--- src/quad_counter_map.vh ---
`ifndef QUAD_COUNTER_MAP_VH
`define QUAD_COUNTER_MAP_VH

// ----------------------------------------------------------------------
// Widths and field positions
// ----------------------------------------------------------------------
`define POS_WIDTH      16
`define BYTE_WIDTH     8
`define HIGH_BYTE_MSB  15
`define HIGH_BYTE_LSB  8
`define LOW_BYTE_MSB   7
`define LOW_BYTE_LSB   0
`define SYNC_DEPTH     3

// ----------------------------------------------------------------------
// Reset values and encodings
// ----------------------------------------------------------------------
`define POS_RESET      16'h0000
`define POS_ALL_ONES   16'hffff
`define BYTE_RESET     8'h00
`define SEL_HIGH_BYTE  1'b0
`define SEL_LOW_BYTE   1'b1

`endif

--- src/quad_counter_byte_readout.v ---
// How it works
// Select 0 gives high byte, 1 low
// Select also steers the latch inhibit
// Pulse on every decoded state transition
// Direction high counting up, low down
// Direction settles before each pulse rises
// Cascade pulse on counter overflow or underflow
// External counter clocks on cascade rising edge
// Latch read as two bytes on port
// Host reads high byte first, then low
// New count visible after rising edge
// Pulses rise on rising, fall on falling
// Pulses return low only on falling edge
// Direction changes only on rising edge
// Port driven while enable low, else released
// Select and enable sampled on falling edge
// Reset low clears counter, latch, inhibit
// Latch captures each edge unless inhibited
// Count pulse half cycle, ignores inhibit
// Inhibit on high read, released after low
// Cascade pulse in the wrapping update cycle
`timescale 1ns/1ps
`default_nettype none
`include "quad_counter_map.vh"

module quad_counter_byte_readout
(
	input  wire                   ref_clk,
	input  wire                   sys_rst,
	input  wire                   pos_rst_n,
	input  wire                   enc_a,
	input  wire                   enc_b,
	input  wire                   sel_low,
	input  wire                   out_en_n,
	output wire [`BYTE_WIDTH-1:0] byte_out_port,
	output wire                   byte_out_oe_n,
	output wire                   decode_count_pulse,
	output wire                   wrap_carry_pulse,
	output wire                   count_up
);

	// ------------------------------------------------------------------
	// Inhibit states
	// ------------------------------------------------------------------
	localparam [2:0] ST_TRACK   = 3'b001;
	localparam [2:0] ST_HOLD    = 3'b010;
	localparam [2:0] ST_LOWREAD = 3'b100;

	// ------------------------------------------------------------------
	// Declarations
	// ------------------------------------------------------------------
	wire                   step_evt;
	wire                   step_up;
	reg                    evt_d_r;
	reg                    up_r;
	reg  [`POS_WIDTH-1:0]  pos_cnt_r;
	reg  [`POS_WIDTH-1:0]  pos_cnt_nxt;
	reg                    wrap_nxt;
	reg  [`POS_WIDTH-1:0]  latch_r;
	reg  [`POS_WIDTH-1:0]  latch_nxt;
	reg                    dec_tgl_r;
	reg                    dec_fall_r;
	reg                    cas_tgl_r;
	reg                    cas_fall_r;
	reg  [`SYNC_DEPTH-1:0] sel_sync_r;
	reg  [`SYNC_DEPTH-1:0] oe_sync_r;
	reg                    sel_f_r;
	reg                    oe_n_f_r;
	reg  [2:0]             inh_state_r;
	reg  [2:0]             inh_state_nxt;
	wire                   inhibit;
	reg  [`BYTE_WIDTH-1:0] byte_out_r;
	reg                    byte_oe_n_r;

	// ------------------------------------------------------------------
	// Quadrature decoding
	// ------------------------------------------------------------------
	quad_decode u_decode
	(
		.ref_clk  (ref_clk),
		.sys_rst  (sys_rst),
		.enc_a    (enc_a),
		.enc_b    (enc_b),
		.step_evt (step_evt),
		.step_up  (step_up)
	);

	// ------------------------------------------------------------------
	// Direction and counter update
	// ------------------------------------------------------------------
	// Direction is taken one cycle ahead of the counter update, so it is
	// already stable when the count and cascade pulses rise.
	always @(posedge ref_clk)
	begin
		if (sys_rst)
		begin
			evt_d_r <= 1'b0;
			up_r    <= 1'b0;
		end
		else
		begin
			evt_d_r <= step_evt;
			if (step_evt)
				up_r <= step_up;
		end
	end

	always @*
	begin
		pos_cnt_nxt = pos_cnt_r;
		wrap_nxt    = 1'b0;
		if (evt_d_r)
		begin
			if (up_r)
			begin
				pos_cnt_nxt = pos_cnt_r + 16'h0001;
				wrap_nxt    = (pos_cnt_r == `POS_ALL_ONES);
			end
			else
			begin
				pos_cnt_nxt = pos_cnt_r - 16'h0001;
				wrap_nxt    = (pos_cnt_r == `POS_RESET);
			end
		end
	end

	always @*
	begin
		if (inhibit)
			latch_nxt = latch_r;
		else
			latch_nxt = pos_cnt_nxt;
	end

	// The reset pin clears at once without waiting for the clock.
	always @(posedge ref_clk or negedge pos_rst_n)
	begin
		if (!pos_rst_n)
		begin
			pos_cnt_r <= `POS_RESET;
			latch_r   <= `POS_RESET;
		end
		else if (sys_rst)
		begin
			pos_cnt_r <= `POS_RESET;
			latch_r   <= `POS_RESET;
		end
		else
		begin
			pos_cnt_r <= pos_cnt_nxt;
			latch_r   <= latch_nxt;
		end
	end

	// ------------------------------------------------------------------
	// Half-cycle pulses
	// ------------------------------------------------------------------
	// Each event flips a rising-edge toggle; a falling-edge copy closes
	// the pulse, so back-to-back events still give separate pulses.
	always @(posedge ref_clk)
	begin
		if (sys_rst)
		begin
			dec_tgl_r <= 1'b0;
			cas_tgl_r <= 1'b0;
		end
		else
		begin
			if (evt_d_r)
				dec_tgl_r <= ~dec_tgl_r;
			if (wrap_nxt)
				cas_tgl_r <= ~cas_tgl_r;
		end
	end

	always @(negedge ref_clk)
	begin
		if (sys_rst)
		begin
			dec_fall_r <= 1'b0;
			cas_fall_r <= 1'b0;
		end
		else
		begin
			dec_fall_r <= dec_tgl_r;
			cas_fall_r <= cas_tgl_r;
		end
	end

	// ------------------------------------------------------------------
	// Host strobe sampling
	// ------------------------------------------------------------------
	// Strobes are sampled on the falling edge; a new level counts only
	// when the last two stages agree, which costs four cycles of latency.
	always @(negedge ref_clk)
	begin
		if (sys_rst)
		begin
			sel_sync_r <= {`SYNC_DEPTH{1'b0}};
			oe_sync_r  <= {`SYNC_DEPTH{1'b1}};
		end
		else
		begin
			sel_sync_r <= {sel_sync_r[`SYNC_DEPTH-2:0], sel_low};
			oe_sync_r  <= {oe_sync_r[`SYNC_DEPTH-2:0], out_en_n};
		end
	end

	always @(negedge ref_clk or negedge pos_rst_n)
	begin
		if (!pos_rst_n)
		begin
			sel_f_r     <= `SEL_HIGH_BYTE;
			oe_n_f_r    <= 1'b1;
			inh_state_r <= ST_TRACK;
		end
		else if (sys_rst)
		begin
			sel_f_r     <= `SEL_HIGH_BYTE;
			oe_n_f_r    <= 1'b1;
			inh_state_r <= ST_TRACK;
		end
		else
		begin
			if (sel_sync_r[1] == sel_sync_r[2])
				sel_f_r <= sel_sync_r[2];
			if (oe_sync_r[1] == oe_sync_r[2])
				oe_n_f_r <= oe_sync_r[2];
			inh_state_r <= inh_state_nxt;
		end
	end

	// ------------------------------------------------------------------
	// Inhibit sequencer
	// ------------------------------------------------------------------
	// A low-byte read without a prior high-byte read does not freeze the
	// latch; the host is expected to read high first.
	always @*
	begin
		inh_state_nxt = inh_state_r;
		case (inh_state_r)
			ST_TRACK:
			begin
				if (!oe_n_f_r && sel_f_r == `SEL_HIGH_BYTE)
					inh_state_nxt = ST_HOLD;
			end
			ST_HOLD:
			begin
				if (!oe_n_f_r && sel_f_r == `SEL_LOW_BYTE)
					inh_state_nxt = ST_LOWREAD;
			end
			ST_LOWREAD:
			begin
				if (oe_n_f_r)
					inh_state_nxt = ST_TRACK;
			end
			default:
			begin
				inh_state_nxt = ST_TRACK;
			end
		endcase
	end

	assign inhibit = (inh_state_r != ST_TRACK);

	// ------------------------------------------------------------------
	// Byte port
	// ------------------------------------------------------------------
	always @(posedge ref_clk or negedge pos_rst_n)
	begin
		if (!pos_rst_n)
		begin
			byte_out_r  <= `BYTE_RESET;
			byte_oe_n_r <= 1'b1;
		end
		else if (sys_rst)
		begin
			byte_out_r  <= `BYTE_RESET;
			byte_oe_n_r <= 1'b1;
		end
		else
		begin
			if (sel_f_r == `SEL_LOW_BYTE)
				byte_out_r <= latch_nxt[`LOW_BYTE_MSB:`LOW_BYTE_LSB];
			else
				byte_out_r <= latch_nxt[`HIGH_BYTE_MSB:`HIGH_BYTE_LSB];
			byte_oe_n_r <= oe_n_f_r;
		end
	end

	// ------------------------------------------------------------------
	// Outputs
	// ------------------------------------------------------------------
	assign byte_out_port      = byte_out_r;
	assign byte_out_oe_n      = byte_oe_n_r;
	assign count_up           = up_r;
	// Pulse rises on the rising edge and ends on the next falling edge
	assign decode_count_pulse = dec_tgl_r ^ dec_fall_r;
	// Rising edge may clock an external counter using count_up
	assign wrap_carry_pulse   = cas_tgl_r ^ cas_fall_r;

endmodule

`default_nettype wire

--- src/quad_decode.v ---
`timescale 1ns/1ps
`default_nettype none
`include "quad_counter_map.vh"

module quad_decode
(
	input  wire       ref_clk,
	input  wire       sys_rst,
	input  wire       enc_a,
	input  wire       enc_b,
	output reg        step_evt,
	output reg        step_up
);

	// ------------------------------------------------------------------
	// Channel synchronisers
	// ------------------------------------------------------------------
	wire [1:0] enc_pin;
	reg  [1:0] filt_r;
	reg  [1:0] prev_r;
	wire [1:0] stage2;
	wire [1:0] stage3;

	assign enc_pin = {enc_a, enc_b};

	genvar ch;
	generate
		for (ch = 0; ch < 2; ch = ch + 1)
		begin : g_sync
			reg [`SYNC_DEPTH-1:0] sync_r;
			always @(posedge ref_clk)
			begin
				if (sys_rst)
					sync_r <= {`SYNC_DEPTH{1'b0}};
				else
					sync_r <= {sync_r[`SYNC_DEPTH-2:0], enc_pin[ch]};
			end
			assign stage2[ch] = sync_r[1];
			assign stage3[ch] = sync_r[2];
		end
	endgenerate

	// ------------------------------------------------------------------
	// State compare and direction
	// ------------------------------------------------------------------
	// A level is taken only once two later stages agree, so a metastable
	// first stage never reaches the decoder.
	always @(posedge ref_clk)
	begin
		if (sys_rst)
		begin
			filt_r   <= 2'b00;
			prev_r   <= 2'b00;
			step_evt <= 1'b0;
			step_up  <= 1'b0;
		end
		else
		begin
			if (stage2[1] == stage3[1])
				filt_r[1] <= stage3[1];
			if (stage2[0] == stage3[0])
				filt_r[0] <= stage3[0];
			prev_r   <= filt_r;
			step_evt <= (filt_r != prev_r);
			// A leading B counts up: 10,11,01,00
			step_up  <= ~(prev_r[1] ^ filt_r[0]);
		end
	end

endmodule

`default_nettype wire

--- config.mk ---
export PLATFORM = sky130hd
export DESIGN_NAME = quad_counter_byte_readout
export DESIGN_NICKNAME = d
export VERILOG_FILES = /design/src/quad_counter_byte_readout.v /design/src/quad_decode.v
export VERILOG_INCLUDE_DIRS = /design/src
export SDC_FILE = /design/constraint.sdc
export NUM_CORES = 1
export LEC_CHECK = 0
export BUFFER_PORTS_ARGS = -buffer_cell sky130_fd_sc_hd__buf_2
export CAP_MARGIN = 20
export CORE_ASPECT_RATIO = 1.25
export CORE_MARGIN = 5
export CORE_UTILIZATION = 35
export CTS_BUF_LIST = sky130_fd_sc_hd__clkbuf_2 sky130_fd_sc_hd__clkbuf_4 sky130_fd_sc_hd__clkbuf_8
export DETAILED_ROUTE_END_ITERATION = 10
export GPL_TIMING_DRIVEN = 0
export PLACE_DENSITY = 0.49
export SLEW_MARGIN = 20
export SYNTH_ARGS = -nofsm -noshare
export SYNTH_HDL_FRONTEND = slang
export SYNTH_HIERARCHICAL = 1
export SYNTH_SLANG_ARGS = --single-unit
--- constraint.sdc ---
create_clock -name ref_clk -period 3.19 [get_ports ref_clk]
set_input_delay 0.1595 -clock ref_clk [delete_from_list [all_inputs] [get_ports ref_clk]]
set_output_delay 0.1595 -clock ref_clk [all_outputs]
set_load 0.005 [all_outputs]
==> flow_summary.toml <==
[layout]
area.growth.synth_to_final_pct = 22.4
final_area_um2 = 4560
final_nets = 465
drive_above_1_share = 0.250
final_common_cell = "nor2_1"
n_fill_cell = 1090
layout_common_cells = "nor2_1, dfrtp_1, dfxtp_1"
num_antenna_cells = 0

[worst_setup_path]
cp_data_required_time_ps = 3400
crit_path_cell_trace = "or3b_4 -> o32a_1 -> o311ai_4 -> o22ai_2"
critical_path_class = "reg2reg"
crit_path_top_delay_cell = "dfstp_2"
path_max_fanout = 7
worst_setup_path_end_kind = "flop"
max_stage_delay_ps = 530
timing.critical_path.buf_inv = 0
startpoint_type = "flop"
critPathArrivalTime_ps = 3560
crit_family = "compound AO/OA/AOI/OAI gates"

[clock_network]
clk_pin_slew_ps = 70
clkLatencyLatePin_ps = 380
cts-root-buf = "clkbuf_8"
cts_made_buffers = 9
htree_levels = 3
clock_sinks = 70
clk_path_buf_depth = 2
cts_tree = "built"

[global_route]
grt-ovfl-total = 0
grt_pass1_wl_um = 16200
grt_max_degree = 47
antenna_found_initial = 0
gr-usage-all-layers = 0.162
grt_pass1_vias = 3218

[die]
row_count = 42
dieHeight_um = 125
ioPinCount = 19
core_um2 = 10500
initial_core_util = 0.355
dieArea_um2 = 12800
fp.dieW_um = 102

[min_path]
hold_class = "in2reg"

[placement]
dpl-instance-area_um2 = 4020
gp_congestion = 0.795
port_buffers = 18
place_hpwl_um = 7210
place_ws_ps = -379

[timing]
holdWs_ps = 22.1
worst_clock_skew_ps = 51.1
layout_setup_ws_ps = -158
worstMarginPinSlew_ps = 722
slew_violations = 0
hold_viol_final = 0
rsz0062_at_grt = "yes"
finalSetupViolCount = 12
relSlewSlack = 0.519

[yosys]
yosysWarningCount = 6
mappedNetlistArea_um2 = 3730
synth_top_area_share = 0.268
synth_ff_type = "dfrtp_1"
yosysTopAreaCell = "dfrtp_1"
synth-edff-count = 0
synth_fp_nets = 412
ys_ff_latch = 70
ys_seq_area_frac = 0.439
ys_async_sr_fraction = 0.657
synthCells = 390
synth.area.top_cells = "dfrtp_1, dfxtp_1, nor2_1, ha_1, nor2b_1"
syn_area_per_cell_um2 = 9.56
synthDistinctLibCells = 66

[power_and_ir_drop]
p_per_area_nw_per_um2 = 372
peakVddDrop_v = 0.000297
p_leak_uw = 0.00201
finalPower_uw = 1700

[job]
maxCapViolCount = 0

[outcome]
violations = "setup timing"
status = "complete, but fails checks"

[route]
drtIter0Drc = 146
dr.pass1.iters = 5
via_per_inst = 5.38
detail-route-antenna-nets = 0
wl_per_cell_um = 17.3
wirelength_um = 10000
via_count = 3123
drc = 0
-- flip-flops by register name (all words and copies together), names as in the netlist --
name	flops
dec_tgl_r	1
byte_out_oe_n	1
u_decode/step_evt	1
dec_fall_r	1
count_up	1
cas_fall_r	1
byte_out_port	8
latch_r	16
inh_state_r	3
pos_cnt_r	16
cas_tgl_r	1
sel_f_r	1
u_decode/step_up	1
oe_sync_r	3
u_decode/g_sync.sync_r	6
oe_n_f_r	1
u_decode/filt_r	2
u_decode/prev_r	2
sel_sync_r	3
evt_d_r	1
-- kinds of logic after synthesis --
| group | share of synthesized area |
|---|---|
| xor+xnor | 0.0399 |
| compound gates | 0.189 |
| buf+inv | 0.0332 |
| flops | 0.439 |
| mux | 0.0383 |
| fa+ha+maj | 0.0523 |
| simple gates | 0.208 |
-- worst register-to-register path: stages (launching register included) --
cell and delay, ps:
dfstp_2 530, or3b_4 440, o32a_1 390, o311ai_4 110, o22ai_2 120
-- final timing paths --
check,from,endpoint,slack (ps),cells past startpoint
setup / recovery,inh_state_r[0],byte_out_port[4],-160,4
hold / removal,enc_a,u_decode/g_sync[1].sync_r[0],20,2
setup reg to reg,inh_state_r[0],byte_out_port[4],-160,4
hold reg to reg,oe_sync_r[0],oe_sync_r[1],420,1
max in group asynchronous,pos_rst_n,oe_n_f_r,850,2
min in group asynchronous,pos_rst_n,byte_out_port[0],360,2
-- cell type report --
cell class,count,area [um^2],area share
buffer,17,85.1,0.0186
multi-input combinational,292,2130,0.466
sequential,70,1640,0.359
clock buffer,13,154,0.0337
timing repair buffer,36,299,0.0655
inverter,7,30.0,0.00658
tap,132,165,0.0362
clock inverter,13,65.1,0.0143
-- power by group --
| part | leakage, uW | internal [uW] | switching [uW] |
|---|---|---|---|
| Sequential | 0.000828 | 894 | 4.96 |
| Clock | 0.000157 | 369 | 335 |
| Combinational | 0.00102 | 32.9 | 59.4 |
-- stage by stage --
step                       util  setup TNS [ps]  std cells
final                     0.434            -897        580
after global routing      0.434           -1880        580
after CTS                 0.421            -887        575
after detailed placement  0.383           -4910        540
after global placement    0.383           -5570        540
after floorplan               -            -177        390
-- Yosys cell counts (all sizes together), types with 3 or more instances --
library cell / instances
nand2b: 3
a211oi: 8
nor3b: 3
and4: 3
a31oi: 4
o22ai: 4
nor4: 6
or4b: 3
dfrtn: 3
nor2b: 21
a31o: 3
dfxtp: 24
nand2: 14
dfstp: 3
nand4: 6
a221oi: 3
ha: 14
mux2i: 12
dfrtp: 40
o211ai: 3
clkbuf: 10
a21o: 9
buf: 10
nor2: 56
o221ai: 6
xor2: 8
a21oi: 22
nand3: 8
and3: 4
nor3: 9
or2: 8
xnor2: 9
inv: 8
o21ai: 15
-- what timing repair did --
item	4_1_cts	5_1_grt
resized for setup	20	21
endpoints found under the hold margin	0	40
setup endpoints to repair	25	22
pin swaps	7	9
hold buffers	0	1
cloned	0	1
setup buffers	11	5
-- per-layer routing --
layer	wire, um	track usage	up-vias
met1	4210	0.194	1523
met5	0	0	-
met4	286	0.0873	0
met3	285	0.0223	18
met2	5230	0.276	54
li1	-	-	1528
No activity file was read; power rests on OpenSTA's default activity.
